--- src/verilog/rx_link_setup_pkg.sv ---
package rx_link_setup_pkg;

  // ==========================================================
  // Geometry of the serial control port and register space
  // ==========================================================
  localparam int ADDR_W         = 15;
  localparam int SPI_INSTR_BITS = 16;
  localparam int SPI_FRAME_BITS = 24;
  localparam int NUM_COMMON     = 29;
  localparam int NUM_PER_LINK   = 16;
  localparam int NUM_LINKS      = 2;

  // ==========================================================
  // Register slots, common to both links
  // ==========================================================
  typedef enum int {
    C_IF_POWER, C_IDLE_LANES, C_RECOVERY_RESET, C_CLOCK_CONFIG,
    C_EQUALIZER, C_PLL_ENABLE, C_FILTER_A, C_FILTER_B, C_FILTER_C,
    C_PUMP_A, C_DIVIDER, C_REGULATOR, C_CONFIG_A, C_VARACTOR_A,
    C_PUMP_B, C_OSC_A, C_OSC_B, C_CONFIG_B, C_VARACTOR_B, C_PUMP_C,
    C_VARACTOR_C, C_VARACTOR_D, C_AUTOTUNE_A, C_TERM_A_LOW,
    C_TERM_A_HIGH, C_AUTOTUNE_B, C_TERM_B_LOW, C_TERM_B_HIGH,
    C_LINK_CONTROL
  } common_slot_t;

  // Offsets in the same order as the slots above
  localparam logic [14:0] COMMON_ADDR [NUM_COMMON] = '{
    15'h200, 15'h201, 15'h206, 15'h230, 15'h268, 15'h280, 15'h284,
    15'h285, 15'h286, 15'h287, 15'h289, 15'h28a, 15'h28b, 15'h290,
    15'h294, 15'h296, 15'h297, 15'h299, 15'h29a, 15'h29c, 15'h29f,
    15'h2a0, 15'h2a7, 15'h2aa, 15'h2ab, 15'h2ae, 15'h2b1, 15'h2b2,
    15'h300};

  // Interface powered down, recovery held, default PLL and EQ codes
  localparam logic [7:0] COMMON_RESET [NUM_COMMON] = '{
    8'hff, 8'h00, 8'h00, 8'h08, 8'h22, 8'h00, 8'h00, 8'h00, 8'h00,
    8'h00, 8'h00, 8'h00, 8'h00, 8'h00, 8'h00, 8'h00, 8'h00, 8'h00,
    8'h00, 8'h00, 8'h00, 8'h00, 8'h00, 8'h00, 8'h00, 8'h00, 8'h00,
    8'h00, 8'h00};

  // ==========================================================
  // Register slots kept once per link
  // ==========================================================
  typedef enum int {
    L_PORT_CONFIG, L_DEVICE_ID, L_BANK_ID, L_LANE_ID, L_SCRAMBLE_LANES,
    L_OCTETS, L_FRAMES, L_CONVERTERS, L_RESOLUTION, L_SUBCLASS_BITS,
    L_VERSION_SAMPLES, L_DENSITY, L_LANE_SUM, L_DESKEW, L_FRAME_OCTETS,
    L_LANE_ENABLE
  } link_slot_t;

  localparam logic [14:0] LINK_ADDR [NUM_PER_LINK] = '{
    15'h314, 15'h450, 15'h451, 15'h452, 15'h453, 15'h454, 15'h455,
    15'h456, 15'h457, 15'h458, 15'h459, 15'h45a, 15'h45d, 15'h46c,
    15'h476, 15'h47d};

  localparam logic [7:0]  LINK_RESET      = 8'h00;
  localparam logic [14:0] ADDR_PLL_STATUS = 15'h281;
  localparam logic [7:0]  READ_UNMAPPED   = 8'h00;
  localparam logic [7:0]  POWER_UP_CODE   = 8'h00;

  // ==========================================================
  // Field positions
  // ==========================================================
  localparam int SUM_METHOD_BIT = 6;
  localparam int TWO_LINK_BIT   = 3;
  localparam int LINK_SEL_BIT   = 2;
  localparam int SCRAMBLE_BIT   = 7;
  localparam int SUBCLASS_BIT   = 5;
  localparam int VERSION_BIT    = 5;
  localparam int DENSITY_BIT    = 7;
  localparam int HALF_RATE_BIT  = 5;
  localparam int OVERSAMPLE_BIT = 1;
  localparam int PLL_CODE_LSB   = 2;
  localparam int EQ_LSB         = 6;
  localparam int ENABLE_BIT     = 0;
  localparam int LOCK_BIT       = 0;

  // ==========================================================
  // Timing of the receiver PLL lock
  // ==========================================================
  localparam int CLK_PERIOD_NS = 20;
  localparam int LOCK_TIME_NS  = 20000;
  localparam int LOCK_CYCLES   =
    (LOCK_TIME_NS + CLK_PERIOD_NS - 1) / CLK_PERIOD_NS;

  // ==========================================================
  // Carriers
  // ==========================================================
  typedef struct packed {
    logic        wr;
    logic        rd;
    logic [14:0] addr;
    logic [7:0]  wdata;
  } spi_req_t;

  typedef struct packed {
    logic [5:0] lanes;
    logic [8:0] octets;
    logic [8:0] frames;
    logic [8:0] converters;
    logic [8:0] resolution;
    logic [5:0] sample_bits;
    logic [5:0] samples;
    logic       scramble_en;
    logic       subclass;
    logic       link_standard_version;
    logic       high_density;
    logic [7:0] device_id;
    logic [7:0] bank_id;
    logic [7:0] lane_id;
    logic [7:0] first_lane_sum;
    logic [7:0] deskew_lanes;
    logic [7:0] lane_enable;
  } link_params_t;

  typedef struct packed {
    logic       powered;
    logic [7:0] idle_lane_mask;
    logic       half_rate;
    logic       oversampled_recovery;
    logic [2:0] pll_code;
    logic [1:0] recovery_divider;
    logic [1:0] equalizer_setting;
    logic       recovery_active;
    logic       pll_enabled;
    logic       pll_locked;
  } phy_config_t;

  // Stored value n-1 seen by the datapath as n
  function automatic logic [8:0] plus_one(input logic [7:0] v);
    return {1'b0, v} + 9'h001;
  endfunction

  function automatic int common_index(input logic [14:0] a);
    common_index = -1;
    for (int i = 0; i < NUM_COMMON; i++) begin
      if (COMMON_ADDR[i] == a) common_index = i;
    end
  endfunction

  function automatic int link_index(input logic [14:0] a);
    link_index = -1;
    for (int i = 0; i < NUM_PER_LINK; i++) begin
      if (LINK_ADDR[i] == a) link_index = i;
    end
  endfunction

endpackage

--- src/verilog/serdes_rx_link_setup.sv ---
// What this block does
// - Two-link mode keeps a per-link register copy chosen by link_select.
// - Interface power and idle lane mask are shared by both links.
// - Writing zero to interface power powers up the receive interface.
// - Count fields (lanes, octets, frames, converters, resolution, sample bits, samples) hold value minus one; device adds one.
// - Lane count minus one in bits 4:0, scrambling enable in bit 7.
// - Clock config bit 5 selects half rate, bit 1 oversampled recovery.
// - Divider bits 1:0 must match recovery mode; host sets bit 2.
// - Equalizer mode in bits 7:6; low six bits keep their default.
`timescale 1ns/1ps
module serdes_rx_link_setup
  import rx_link_setup_pkg::*;
#(
  parameter int LOCK_COUNT = LOCK_CYCLES
) (
  input  wire logic                       clk_sys,
  input  wire logic                       reset_n,
  input  wire logic                       spi_csb_n,
  input  wire logic                       spi_sclk,
  input  wire logic                       spi_sdi,
  output logic                            spi_sdo_out,
  output logic                            spi_sdo_oe_n,
  output rx_link_setup_pkg::link_params_t link0_params,
  output rx_link_setup_pkg::link_params_t link1_params,
  output rx_link_setup_pkg::phy_config_t  phy_config,
  output logic                            two_link_mode,
  output logic                            link_select,
  output logic                            sum_method
);

  // ==========================================================
  // Serial control port
  // ==========================================================
  spi_req_t   req;
  logic [7:0] rd_data;

  spi_port u_spi_port (
    .clk_sys  (clk_sys),
    .reset_n  (reset_n),
    .csb_n    (spi_csb_n),
    .sclk     (spi_sclk),
    .sdi      (spi_sdi),
    .rdata    (rd_data),
    .req      (req),
    .sdo_out  (spi_sdo_out),
    .sdo_oe_n (spi_sdo_oe_n)
  );

  // ==========================================================
  // Register storage
  // ==========================================================
  logic [7:0] common_reg  [NUM_COMMON];
  logic [7:0] common_next [NUM_COMMON];
  logic [7:0] link_reg    [NUM_LINKS][NUM_PER_LINK];
  logic [7:0] link_next   [NUM_LINKS][NUM_PER_LINK];
  int         common_idx;
  int         link_idx;
  logic       page;
  logic       pll_locked;

  // One decode serves writes and reads; the port never does both at once
  assign common_idx = common_index(req.addr);
  assign link_idx   = link_index(req.addr);

  // Page follows link_select only in two-link mode, else always link 0
  assign page = common_reg[C_LINK_CONTROL][TWO_LINK_BIT] &
                common_reg[C_LINK_CONTROL][LINK_SEL_BIT];

  // Write path; unmapped and status addresses drop the write
  always_comb begin
    common_next = common_reg;
    link_next   = link_reg;
    if (req.wr) begin
      if (common_idx >= 0) begin
        common_next[common_idx] = req.wdata;
      end else if (link_idx >= 0) begin
        link_next[page][link_idx] = req.wdata;
      end
    end
  end

  // Reset values are constants; the link copies clear to zero
  always_ff @(posedge clk_sys or negedge reset_n) begin
    if (!reset_n) begin
      for (int i = 0; i < NUM_COMMON; i++) begin
        common_reg[i] <= COMMON_RESET[i];
      end
      for (int l = 0; l < NUM_LINKS; l++) begin
        for (int i = 0; i < NUM_PER_LINK; i++) begin
          link_reg[l][i] <= LINK_RESET;
        end
      end
    end else begin
      common_reg <= common_next;
      link_reg   <= link_next;
    end
  end

  // ==========================================================
  // Readback
  // ==========================================================
  // Status is read-only; the selected link's copy is what reads back
  always_comb begin
    rd_data = READ_UNMAPPED;
    if (req.addr == ADDR_PLL_STATUS) begin
      rd_data = 8'h00;
      rd_data[LOCK_BIT] = pll_locked;
    end else if (common_idx >= 0) begin
      rd_data = common_reg[common_idx];
    end else if (link_idx >= 0) begin
      rd_data = link_reg[page][link_idx];
    end
  end

  // ==========================================================
  // Receiver PLL and recovery control
  // ==========================================================
  logic powered;
  logic pll_enable;
  logic recovery_on;

  // Only an exact zero powers up; any other code keeps it down
  assign powered = (common_reg[C_IF_POWER] == POWER_UP_CODE);

  // PLL only locks while powered and enabled
  assign pll_enable = powered &
                      common_reg[C_PLL_ENABLE][ENABLE_BIT];

  // Held in reset until released, and useless before the PLL locks
  assign recovery_on = powered & pll_locked &
                       common_reg[C_RECOVERY_RESET][ENABLE_BIT];

  rx_pll_lock #(
    .LOCK_COUNT (LOCK_COUNT)
  ) u_rx_pll_lock (
    .clk_sys (clk_sys),
    .reset_n (reset_n),
    .enable  (pll_enable),
    .locked  (pll_locked)
  );

  // ==========================================================
  // Link parameter decode
  // ==========================================================
  // Stored count fields are n-1; the datapath sees n; ids, masks and flags pass as stored
  function automatic link_params_t build_link(
    input logic [7:0] r [NUM_PER_LINK]
  );
    link_params_t p;
    logic [8:0]   w;
    p = '0;
    w = plus_one({3'h0, r[L_SCRAMBLE_LANES][4:0]});
    p.lanes = w[5:0];
    p.scramble_en = r[L_SCRAMBLE_LANES][SCRAMBLE_BIT];
    p.octets = plus_one(r[L_OCTETS]);
    p.frames = plus_one(r[L_FRAMES]);
    p.converters = plus_one(r[L_CONVERTERS]);
    p.resolution = plus_one(r[L_RESOLUTION]);
    w = plus_one({3'h0, r[L_SUBCLASS_BITS][4:0]});
    p.sample_bits = w[5:0];
    w = plus_one({3'h0, r[L_VERSION_SAMPLES][4:0]});
    p.samples = w[5:0];
    p.subclass = r[L_SUBCLASS_BITS][SUBCLASS_BIT];
    p.link_standard_version = r[L_VERSION_SAMPLES][VERSION_BIT];
    p.high_density = r[L_DENSITY][DENSITY_BIT];
    p.device_id = r[L_DEVICE_ID];
    p.bank_id = r[L_BANK_ID];
    p.lane_id = r[L_LANE_ID];
    p.first_lane_sum = r[L_LANE_SUM];
    p.deskew_lanes = r[L_DESKEW];
    p.lane_enable = r[L_LANE_ENABLE];
    return p;
  endfunction

  // ==========================================================
  // Physical layer decode
  // ==========================================================
  function automatic phy_config_t build_phy(
    input logic [7:0] clk_cfg,
    input logic [7:0] divider,
    input logic [7:0] equalizer,
    input logic [7:0] idle_mask
  );
    phy_config_t c;
    c = '0;
    c.half_rate = clk_cfg[HALF_RATE_BIT];
    c.oversampled_recovery = clk_cfg[OVERSAMPLE_BIT];
    c.pll_code = clk_cfg[PLL_CODE_LSB +: 3];
    c.recovery_divider = divider[1:0];
    c.equalizer_setting = equalizer[EQ_LSB +: 2];
    c.idle_lane_mask = idle_mask;
    return c;
  endfunction

  // ==========================================================
  // Output registers
  // ==========================================================
  link_params_t link0_reg, link0_next;
  link_params_t link1_reg, link1_next;
  phy_config_t  phy_reg, phy_next;
  logic         two_link_reg, two_link_next;
  logic         select_reg, select_next;
  logic         sum_reg, sum_next;

  // Settled one cycle after the write so the datapath sees no glitches
  always_comb begin
    link0_next = build_link(link_reg[0]);
    link1_next = build_link(link_reg[1]);
    phy_next   = build_phy(common_reg[C_CLOCK_CONFIG],
                           common_reg[C_DIVIDER],
                           common_reg[C_EQUALIZER],
                           common_reg[C_IDLE_LANES]);
    phy_next.powered         = powered;
    phy_next.pll_enabled     = pll_enable;
    phy_next.pll_locked      = pll_locked;
    phy_next.recovery_active = recovery_on;
    two_link_next = common_reg[C_LINK_CONTROL][TWO_LINK_BIT];
    select_next   = common_reg[C_LINK_CONTROL][LINK_SEL_BIT];
    sum_next      = common_reg[C_LINK_CONTROL][SUM_METHOD_BIT];
  end

  always_ff @(posedge clk_sys or negedge reset_n) begin
    if (!reset_n) begin
      link0_reg    <= '0;
      link1_reg    <= '0;
      phy_reg      <= '0;
      two_link_reg <= 1'b0;
      select_reg   <= 1'b0;
      sum_reg      <= 1'b0;
    end else begin
      link0_reg    <= link0_next;
      link1_reg    <= link1_next;
      phy_reg      <= phy_next;
      two_link_reg <= two_link_next;
      select_reg   <= select_next;
      sum_reg      <= sum_next;
    end
  end

  assign link0_params  = link0_reg;
  assign link1_params  = link1_reg;
  assign phy_config    = phy_reg;
  assign two_link_mode = two_link_reg;
  assign link_select   = select_reg;
  assign sum_method    = sum_reg;

endmodule

--- src/verilog/spi_port.sv ---
`timescale 1ns/1ps
module spi_port
  import rx_link_setup_pkg::*;
(
  input  wire logic                   clk_sys,
  input  wire logic                   reset_n,
  input  wire logic                   csb_n,
  input  wire logic                   sclk,
  input  wire logic                   sdi,
  input  wire logic [7:0]             rdata,
  output rx_link_setup_pkg::spi_req_t req,
  output logic                        sdo_out,
  output logic                        sdo_oe_n
);

  // ==========================================================
  // Serial framing: R/W bit, 15 address bits, 8 data bits
  // ==========================================================
  logic       sclk_reg, sclk_next;
  logic [4:0] cnt_reg, cnt_next;
  logic [23:0] shift_reg, shift_next;
  logic [7:0] out_reg, out_next;
  logic       reading_reg, reading_next;
  logic       load_reg, load_next;
  logic       oe_n_reg, oe_n_next;
  spi_req_t   req_reg, req_next;
  logic       rise, fall;

  // Edges of sclk, only while selected
  assign rise = sclk & ~sclk_reg & ~csb_n;
  assign fall = ~sclk & sclk_reg & ~csb_n;

  // Next state of the shifter; bits beyond one frame are ignored
  always_comb begin
    sclk_next    = sclk;
    cnt_next     = cnt_reg;
    shift_next   = shift_reg;
    out_next     = out_reg;
    reading_next = reading_reg;
    load_next    = 1'b0;
    oe_n_next    = oe_n_reg;
    req_next     = '{wr: 1'b0, rd: 1'b0, addr: req_reg.addr,
                     wdata: req_reg.wdata};
    if (load_reg) out_next = rdata;
    if (csb_n) begin
      cnt_next     = 5'h00;
      reading_next = 1'b0;
      oe_n_next    = 1'b1;
    end else if (rise && cnt_reg < 5'(SPI_FRAME_BITS)) begin
      shift_next = {shift_reg[22:0], sdi};
      cnt_next   = cnt_reg + 5'h01;
      if (cnt_reg == 5'(SPI_INSTR_BITS - 1)) begin
        req_next.addr = {shift_reg[13:0], sdi};
        reading_next  = shift_reg[14];
        req_next.rd   = shift_reg[14];
        load_next     = shift_reg[14];
      end
      if (cnt_reg == 5'(SPI_FRAME_BITS - 1) && !reading_reg) begin
        req_next.wr    = 1'b1;
        req_next.wdata = {shift_reg[6:0], sdi};
      end
    end else if (fall && reading_reg) begin
      // First falling edge presents bit 7, later ones shift
      if (!oe_n_reg) out_next = {out_reg[6:0], 1'b0};
      oe_n_next = 1'b0;
    end
  end

  always_ff @(posedge clk_sys or negedge reset_n) begin
    if (!reset_n) begin
      sclk_reg    <= 1'b0;
      cnt_reg     <= 5'h00;
      shift_reg   <= 24'h000000;
      out_reg     <= 8'h00;
      reading_reg <= 1'b0;
      load_reg    <= 1'b0;
      oe_n_reg    <= 1'b1;
      req_reg     <= '0;
    end else begin
      sclk_reg    <= sclk_next;
      cnt_reg     <= cnt_next;
      shift_reg   <= shift_next;
      out_reg     <= out_next;
      reading_reg <= reading_next;
      load_reg    <= load_next;
      oe_n_reg    <= oe_n_next;
      req_reg     <= req_next;
    end
  end

  assign req      = req_reg;
  assign sdo_out  = out_reg[7];
  assign sdo_oe_n = oe_n_reg;

endmodule

--- src/verilog/rx_pll_lock.sv ---
`timescale 1ns/1ps
module rx_pll_lock #(
  parameter int LOCK_COUNT = rx_link_setup_pkg::LOCK_CYCLES
) (
  input  wire logic clk_sys,
  input  wire logic reset_n,
  input  wire logic enable,
  output logic      locked
);

  if (LOCK_COUNT < 1 || LOCK_COUNT > 65535) begin : g_bad_count
    $error("LOCK_COUNT out of range");
  end

  // ==========================================================
  // Lock timer, restarted whenever the PLL is disabled
  // ==========================================================
  logic [15:0] count_reg, count_next;
  logic        locked_reg, locked_next;

  always_comb begin
    count_next  = count_reg;
    locked_next = locked_reg;
    if (!enable) begin
      count_next  = 16'h0000;
      locked_next = 1'b0;
    end else if (!locked_reg) begin
      count_next  = count_reg + 16'h0001;
      locked_next = (count_reg == 16'(LOCK_COUNT - 1));
    end
  end

  always_ff @(posedge clk_sys or negedge reset_n) begin
    if (!reset_n) begin
      count_reg  <= 16'h0000;
      locked_reg <= 1'b0;
    end else begin
      count_reg  <= count_next;
      locked_reg <= locked_next;
    end
  end

  assign locked = locked_reg;

endmodule

--- config.mk ---
export PLATFORM = sky130hd
export DESIGN_NAME = serdes_rx_link_setup
export DESIGN_NICKNAME = d
export VERILOG_FILES = /design/src/verilog/rx_link_setup_pkg.sv /design/src/verilog/serdes_rx_link_setup.sv /design/src/verilog/spi_port.sv /design/src/verilog/rx_pll_lock.sv
export SDC_FILE = /design/constraint.sdc
export NUM_CORES = 1
export LEC_CHECK = 0
export ABC_AREA = 1
export BUFFER_PORTS_ARGS = -buffer_cell sky130_fd_sc_hd__clkbuf_2
export CELL_PAD_IN_SITES_DETAIL_PLACEMENT = 1
export CELL_PAD_IN_SITES_GLOBAL_PLACEMENT = 1
export CORE_AREA = 2 2 266 268
export DETAILED_ROUTE_END_ITERATION = 12
export DIE_AREA = 0 0 268 270
export GPL_TIMING_DRIVEN = 0
export PLACE_DENSITY = 0.83
export SLEW_MARGIN = 30
export SYNTH_ARGS = -nofsm -noshare
export SYNTH_HDL_FRONTEND = slang
export SYNTH_HIERARCHICAL = 1
export SYNTH_SLANG_ARGS = --single-unit
--- constraint.sdc ---
create_clock -name clk_sys -period 5.7 [get_ports clk_sys]
set_input_delay 1.14 -clock clk_sys [delete_from_list [all_inputs] [get_ports clk_sys]]
set_output_delay 1.14 -clock clk_sys [all_outputs]
set_load 0.005 [all_outputs]
==> results of run 1 <==
==> per-layer routing <==
layer	part of all wire [%]	GRT usage (%)	up-vias
met1	38	46.4	15400
met2	48	60.8	1391
met5	0.0068	0	-
met3	7.3	6.04	444
li1	-	-	13300
met4	6.5	21.5	2
==> through the flow <==
step | hold slack, ns | setup slack, ns | area (um2)
after detailed placement | 0.391 | 0.774 | 37200
final | 0.412 | 0.614 | 39900
after CTS | 0.400 | 0.727 | 39900
after global placement | 0.387 | -15.36 | 36900
after global routing | 0.423 | 0.460 | 39900
after floorplan | 0.367 | 2.72 | 34500
==> power by group <==
| group | switching (mW) | internal (mW) |
|---|---|---|
| sequential | 0.0209 | 5.67 |
| clock | 2.39 | 3.12 |
| combinational | 0.134 | 0.0358 |
==> worst register-to-register path: cells and delay by family (launching register included) <==
family / cells / cell delay [ns]
AO/OA/AOI/OAI: 3 / 0.68
buffers and inverters: 3 / 0.99
flip-flops: 1 / 0.40
AND/OR/NAND/NOR: 19 / 2.91
==> cell type report <==
cell class	instances	share of cell area, %
antenna	2	0.0125
clock buffer	120	6.00
sequential	797	50.0
buffer	199	2.38
multi-input combinational	2668	31.8
clock inverter	25	0.805
inverter	232	2.19
tap	940	2.94
timing repair buffer	254	3.88
==> worst max-delay path by stage <==
stage / to / cells after the start
4_1_cts: u_spi_port/out_reg[6] / 24
3_3_place_gp: common_reg[134] / 1
3_5_place_dp: u_spi_port/out_reg[6] / 24
2_1_floorplan: u_spi_port/out_reg[4] / 26
5_1_grt: u_spi_port/out_reg[6] / 24
6_report: u_spi_port/out_reg[6] / 25
==> flow_summary.ini, run 1 <==
[status]
outcome = complete, no violations

[floorplan]
core_mm2 = 0.0695
fp.dieH_um = 270
dieArea_mm2 = 0.0724
placementRows = 97
ios = 243
dieWidth_um = 268
start_util_pct = 49.6

[route]
totalWireLength_mm = 133
ant_nets = 0
first_pass_iters = 5
num_vias = 30500
dr.first_iter.drc_count = 2855
via_per_inst = 5.83
wire_per_inst_um = 25.4
drc_errors = 0

[clock_tree]
ctsHoldBuffers = 0
cts_tree = done
clk_pin_slew_ns = 0.07
clock-sinks = 797
htreeDepth = 3
clock_latency_ns = 0.68
cts.path.max_buffers = 3
root_buffer = clkbuf_16
cts_setup_buffers = 0
numCtsBuffers = 84
ctsResizeCount = 0

[timing]
hold_viol = 0
fin_skew_ns = 0.0378
fin_tns_setup_ns = 0
slew_headroom_pct = 26.0
period_minus_slack_ns = 5.09
fmax_mhz = 197
tightest_slew_ns = 1.10
period_share_pct = 89.2
setup_viol = 0
maxSlewViolCount = 0
rsz0062_at_grt = no

[placed_design]
portBuffers = 242
dp_cells = 5090
dpl.hpwl_mm = 94.7
gp_congestion = 0.973

[setup_path]
timing.rr.start = u_spi_port/req[17]
worst-path-buf-inv = 3
cp-startpoint = u_spi_port/req[17]
r2r_cells = 25
cp_max_fo = 10
cp.arrival_ns = 5.65
worst-setup-path-type = flop to flop
r2r_slack_ns = 0.61
crit-reg2reg-capture = u_spi_port/out_reg[6]
cp-start-kind = flop
crit_top_cell = nor2_1
cp.required_ns = 6.27
endpoint_kind = flop
cp_top_family = simple AND/OR/NAND/NOR gates
cp_slowest_stage_delay_ns = 0.69
crit_slowest_cell = nor2_1

[power_and_ir_drop]
power.density_mw_per_mm2 = 285
power.total_mw = 11.4
p_leak_nw = 19.0
ir_drop_uv = 214

[finish]
multiInputGateArea_mm2 = 0.0127
most-common-layout-cells = nand2_1, dfrtp_1, o21ai_0
fillers = 8146
fin_util_pct = 57.4
nNetsFinal = 4258
seq_area_mm2 = 0.0200
final_common_cell = nand2_1
layout-drive-gt1-share_pct = 14.4
largest_reg_flops = 232
stdcell_count = 5237
area_growth_pct = 15.9

[logic_synthesis]
synth_area_mm2 = 0.0345
synth_fp_nets = 3918
yosys_warnings = 6
syn_area_per_cell_um2 = 8.85
synth_cells = 3896

[grt]
antenna_found_initial = 6
grt_pass1_wl_mm = 200
globalRoute.totalOverflow = 0
grt_usage_pct = 37.0
grt_max_degree = 84
grt_pass1_vias = 32000

[worst_hold_path]
hp-class = flop to flop
hold_start = common_reg[221]
min_to = phy_config[17]
holdPathStages = 0

[flow_run]
drv_cap = 0
(Power assumes the default switching activity.)
==> run 2, diff against run 1 <==
- GPL_TIMING_DRIVEN: 0 -> 1
==> flow_summary.ini, run 2 (synthesized netlist as in run 1, its figures left out) <==
[clock_tree]
clock_latency_ns = 0.65
htreeDepth = 3
numCtsBuffers = 85
cts_tree = done
cts.path.max_buffers = 3
clk_pin_slew_ns = 0.06
ctsResizeCount = 0
clock-sinks = 797
root_buffer = clkbuf_16
ctsHoldBuffers = 0
cts_setup_buffers = 0

[grt]
grt_use_met2_pct = 55.7
antenna_found_initial = 0
grt_pass1_vias = 30900
grtUsageMet1_pct = 41.7
top_usage_layer = met2
grt_max_degree = 158
globalRoute.totalOverflow = 0
grt_pass1_wl_mm = 183
grt_usage_pct = 32.8
use_met3_pct = 4.38

[power_and_ir_drop]
ir_drop_uv = 196
p_leak_nw = 18.8
sw_frac_of_total_pct = 22.0
clkPwrFrac_pct = 49.4
power.density_mw_per_mm2 = 294
seqPwrFrac_pct = 49.3
power.total_mw = 11.6
p_sw_mw = 2.54
p_int_mw = 9.01
p_comb_share_pct = 1.3

[route]
via_per_inst = 5.73
ant_nets = 0
num_vias = 29100
first_pass_iters = 6
totalWireLength_mm = 118
dr.first_iter.drc_count = 2501
drc_errors = 0
wire_per_inst_um = 23.2

[setup_path]
cp_max_fo = 16
endpoint_kind = flop
timing.rr.start = u_spi_port/req[10]
cp_top_family = simple AND/OR/NAND/NOR gates
worst-setup-path-type = flop to flop
crit_top_cell = inv_1
cp-startpoint = u_spi_port/req[10]
crit-reg2reg-capture = link0_next[5]
worst-path-buf-inv = 4
cp.arrival_ns = 5.07
cp.required_ns = 6.22
r2r_slack_ns = 1.15
cp-start-kind = flop
crit_cells = 13
crit_slowest_cell = nand2_1
worstPathCellList = inv_2 > nand2_1 > nor2_2 > inv_1 > nor3_1 > inv_1 > nand3_2 > inv_1 > nand4_2 > nand2_2 > nor2_4 > nand2_1 > o21ai_0
r2r_cells = 13
critPathCapture = link0_next[5]
cp_slowest_stage_delay_ns = 0.63

[finish]
fillers = 8077
multiInputGateArea_mm2 = 0.0127
nNetsFinal = 4089
final_common_cell = nand2_1
layout-drive-gt1-share_pct = 14.1
n_antenna_cell = 0
largest_reg_flops = 232
seq_area_mm2 = 0.0200
fin_util_pct = 56.5
stdcell_count = 5074
finalInstanceArea_mm2 = 0.0393
area_growth_pct = 14.0
most-common-layout-cells = nand2_1, dfrtp_1, o21ai_0

[timing]
maxSlewViolCount = 0
setup_ws_ns = 1.15
hold_slack_ns = 0.396
period_minus_slack_ns = 4.55
fin_tns_setup_ns = 0
period_share_pct = 79.8
rsz0062_at_grt = no
tightest_slew_ns = 1.01
fmax_mhz = 220
fin_skew_ns = 0.0352
slew_headroom_pct = 32.4
hold_viol = 0
setup_viol = 0

[placed_design]
gp_congestion = 0.930
dpl.hpwl_mm = 77.0
dp_slack_ns = 1.38
dpl_cell_area_mm2 = 0.0364
dp_cells = 4918
portBuffers = 242

[floorplan]
dieWidth_um = 268
ios = 243
start_util_pct = 49.6
fp.dieH_um = 270
core_mm2 = 0.0695
placementRows = 97
dieArea_mm2 = 0.0724

[worst_hold_path]
hp-class = flop to flop
holdPathStages = 0

[status]
outcome = complete, no violations

[flow_run]
drv_cap = 0
## run 2: area by class of cell
type	instances	area share [%]
flip-flops and latches	797	50.8
multi-input cells	2668	32.4
clock buffers	122	6.41
repair buffers	283	4.25
well taps	940	2.99
inverters	232	2.22
clock inverters	32	0.958
## run 2: metal layers
metal,share of wire [%],vias to the layer above
met5,0,-
met4,4.7,0
met3,5.6,306
met2,50,1003
met1,40,14800
li1,-,13000
## run 2: worst reg2reg max path: stages, from the launching register on
cell	delay, ns
dfrtp_1	0.45
inv_2	0.11
nand2_1	0.15
nor2_2	0.35
inv_1	0.16
nor3_1	0.62
inv_1	0.18
nand3_2	0.27
inv_1	0.09
nand4_2	0.23
nand2_2	0.15
nor2_4	0.52
nand2_1	0.63
o21ai_0	0.52
## run 2: worst min-delay path by stage
| stage | start | end | slack (ns) |
|---|---|---|---|
| floorplan | link0_next[21] | link0_params[21] | 0.37 |
| global placement | link1_next[45] | link1_params[45] | 0.38 |
| detailed placement | link0_next[10] | link0_params[10] | 0.39 |
| CTS | link0_next[12] | link0_params[12] | 0.40 |
| global route | link1_next[51] | link1_params[51] | 0.41 |
| finish | link0_next[12] | link0_params[12] | 0.40 |
## run 2: power by group through the flow
stage | Sequential, mW | Clock, mW | Combinational, mW
final | 5.69 | 5.71 | 0.151
after global routing | 5.69 | 5.99 | 0.176
after CTS | 5.69 | 5.78 | 0.157
after detailed placement | 5.79 | 0 | 0.157
after global placement | 5.79 | 0 | 0.154
after floorplan | 5.79 | 0 | 0.0230
==> run 3, diff against run 2 <==
- ABC_AREA: 1 -> 0
- CORE_AREA: 2 2 266 268 -> 2 2 264 266
- DIE_AREA: 0 0 268 270 -> 0 0 266 268
- PLACE_DENSITY: 0.83 -> 0.78
- clock period: 5.7 -> 4.4 ns (I/O delays scaled with it)
==> flow_summary.ini, run 3 <==
[logic_synthesis]
synth_fp_nets = 2461
yosys_warnings = 6
synth_area_mm2 = 0.0339
synth_cells = 2439
syn_area_per_cell_um2 = 13.9

[power_and_ir_drop]
power.density_mw_per_mm2 = 376
p_leak_nw = 19.6
sw_frac_of_total_pct = 21.8
p_comb_share_pct = 1.5
ir_drop_uv = 290
seqPwrFrac_pct = 49.4
p_sw_mw = 3.27
p_int_mw = 11.7
clkPwrFrac_pct = 49.1

[setup_path]
endpoint_kind = flop
cp-start-kind = flop
timing.rr.start = u_spi_port/req[19]
cp_max_fo = 25
cp.arrival_ns = 4.73
worst-setup-path-type = flop to flop
r2r_slack_ns = 0.20
r2r_cells = 11
cp.required_ns = 4.94
crit-reg2reg-capture = u_spi_port/out_reg[5]

[clock_tree]
cts.path.max_buffers = 3
ctsHoldBuffers = 0
root_buffer = clkbuf_16
clock_latency_ns = 0.66
clk_pin_slew_ns = 0.06
numCtsBuffers = 83
cts_setup_buffers = 0
cts_tree = done
clock-sinks = 797
htreeDepth = 3

[finish]
largest_reg_flops = 232
most-common-layout-cells = dfrtp_1, mux2_2, clkbuf_2
n_antenna_cell = 0
fillers = 6559
final_common_cell = dfrtp_1
multiInputGateArea_mm2 = 0.0133
seq_area_mm2 = 0.0200
nNetsFinal = 2817
finalInstanceArea_mm2 = 0.0398
area_growth_pct = 17.5
layout-drive-gt1-share_pct = 42.6

[timing]
maxSlewViolCount = 0
tightest_slew_ns = 1.04
period_share_pct = 95.4
fmax_mhz = 238
rsz0062_at_grt = no
fin_tns_setup_ns = 0
slew_headroom_pct = 30.9
period_minus_slack_ns = 4.20
hold_viol = 0
fin_skew_ns = 0.0356
setup_viol = 0

[floorplan]
fp.dieH_um = 268
dieArea_mm2 = 0.0713
dieWidth_um = 266
placementRows = 96
ios = 243
core_mm2 = 0.0682
start_util_pct = 49.7

[route]
via_per_inst = 6.28
ant_nets = 0
num_vias = 23500
first_pass_iters = 6
totalWireLength_mm = 114
dr.first_iter.drc_count = 2104
wire_per_inst_um = 30.5
drc_errors = 0

[grt]
grt_max_degree = 71
globalRoute.totalOverflow = 0
grt_usage_pct = 32.5
antenna_found_initial = 2
grt_pass1_wl_mm = 171
grt_pass1_vias = 25600

[placed_design]
dpl.hpwl_mm = 78.4
gp_congestion = 0.974
portBuffers = 242
dpl_cell_area_mm2 = 0.0370

[worst_hold_path]
hp-class = input pin to asynchronous set/reset pin

[flow_run]
drv_cap = 0

[status]
outcome = complete, no violations
## run 3: cell count changes in the layout (fill, tap and decap cells not counted), sizes merged, moves of 103 or more
cell | before | now
inv | 232 | 40
nor2 | 325 | 122
nand2 | 1208 | 140
mux2 | 0 | 528
buf | 42 | 151
nand3 | 172 | 69
o21ai | 613 | 48
## run 3: worst max-delay path by stage
| stage | cells after the start | start | slack, ns | endpoint |
|---|---|---|---|---|
| global route | 11 | u_spi_port/req[14] | 0.06 | u_spi_port/out_reg[5] |
| CTS | 11 | u_spi_port/req[10] | 0.11 | u_spi_port/out_reg[5] |
| detailed placement | 11 | u_spi_port/req[10] | -0.04 | u_spi_port/out_reg[5] |
| floorplan | 12 | u_spi_port/req[19] | 0.88 | u_spi_port/out_reg[5] |
| global placement | 11 | u_spi_port/req[10] | 0.05 | u_spi_port/out_reg[5] |
| finish | 11 | u_spi_port/req[19] | 0.20 | u_spi_port/out_reg[5] |
## run 3: metrics by stage
step | std cells | power [mW] | worst slack, ns | hold slack, ns | utilization, %
finish | 3744 | 15.0 | 0.202 | 0.175 | 58.4
global route | 3744 | 15.4 | 0.0612 | 0.224 | 58.4
CTS | 3744 | 15.1 | 0.114 | 0.223 | 58.4
detailed placement | 3592 | 7.77 | -0.0358 | 0.386 | 54.2
global placement | 3591 | 7.75 | 0.0512 | 0.385 | 54.2
floorplan | 2439 | 7.57 | 0.877 | 0.363 | -
## run 3: final cells by class
class                           count  share of cell area, %
Inverter                           36                  0.339
Sequential cell                   797                   50.1
Clock buffer                      116                   5.90
Timing Repair Buffer              392                   6.26
Tap cell                          882                   2.77
Multi-Input combinational cell   1485                   33.4
Clock inverter                     36                   1.24
## run 3: worst max-delay path, cell delays in order, from the launching register on
cell       delay (ns)
dfrtp_1          0.42
nor4_4           0.39
nand3_1          0.23
or3_1            0.54
and3_2           0.49
mux4_2           0.41
mux2i_1          0.29
o22ai_1          0.22
a221oi_2         0.38
o2111ai_1        0.17
mux2_2           0.27
mux2_2           0.27
## run 3: power by group through the flow
stage | combinational, mW | sequential (mW) | clock [mW]
after floorplan | 0.0435 | 7.52 | 0
after global placement | 0.216 | 7.54 | 0
after detailed placement | 0.231 | 7.54 | 0
after CTS | 0.233 | 7.41 | 7.44
after global routing | 0.253 | 7.41 | 7.72
final | 0.222 | 7.41 | 7.36
## run 3: per-layer routing
layer	share of wire [%]	up-vias	global-route usage, %	routed length (um)
li1	-	9584	-	-
met1	40	12600	42.2	45600
met2	50	1028	54.5	56600
met3	6.5	289	5.48	7480
met4	4.0	2	13.3	4520
met5	0.013	-	0	15
## run 3: timing repair
action | in CTS | in global routing
resized for setup | 1 | 3
setup endpoints to repair | 1 | 4
endpoints found under the hold margin | 0 | 0
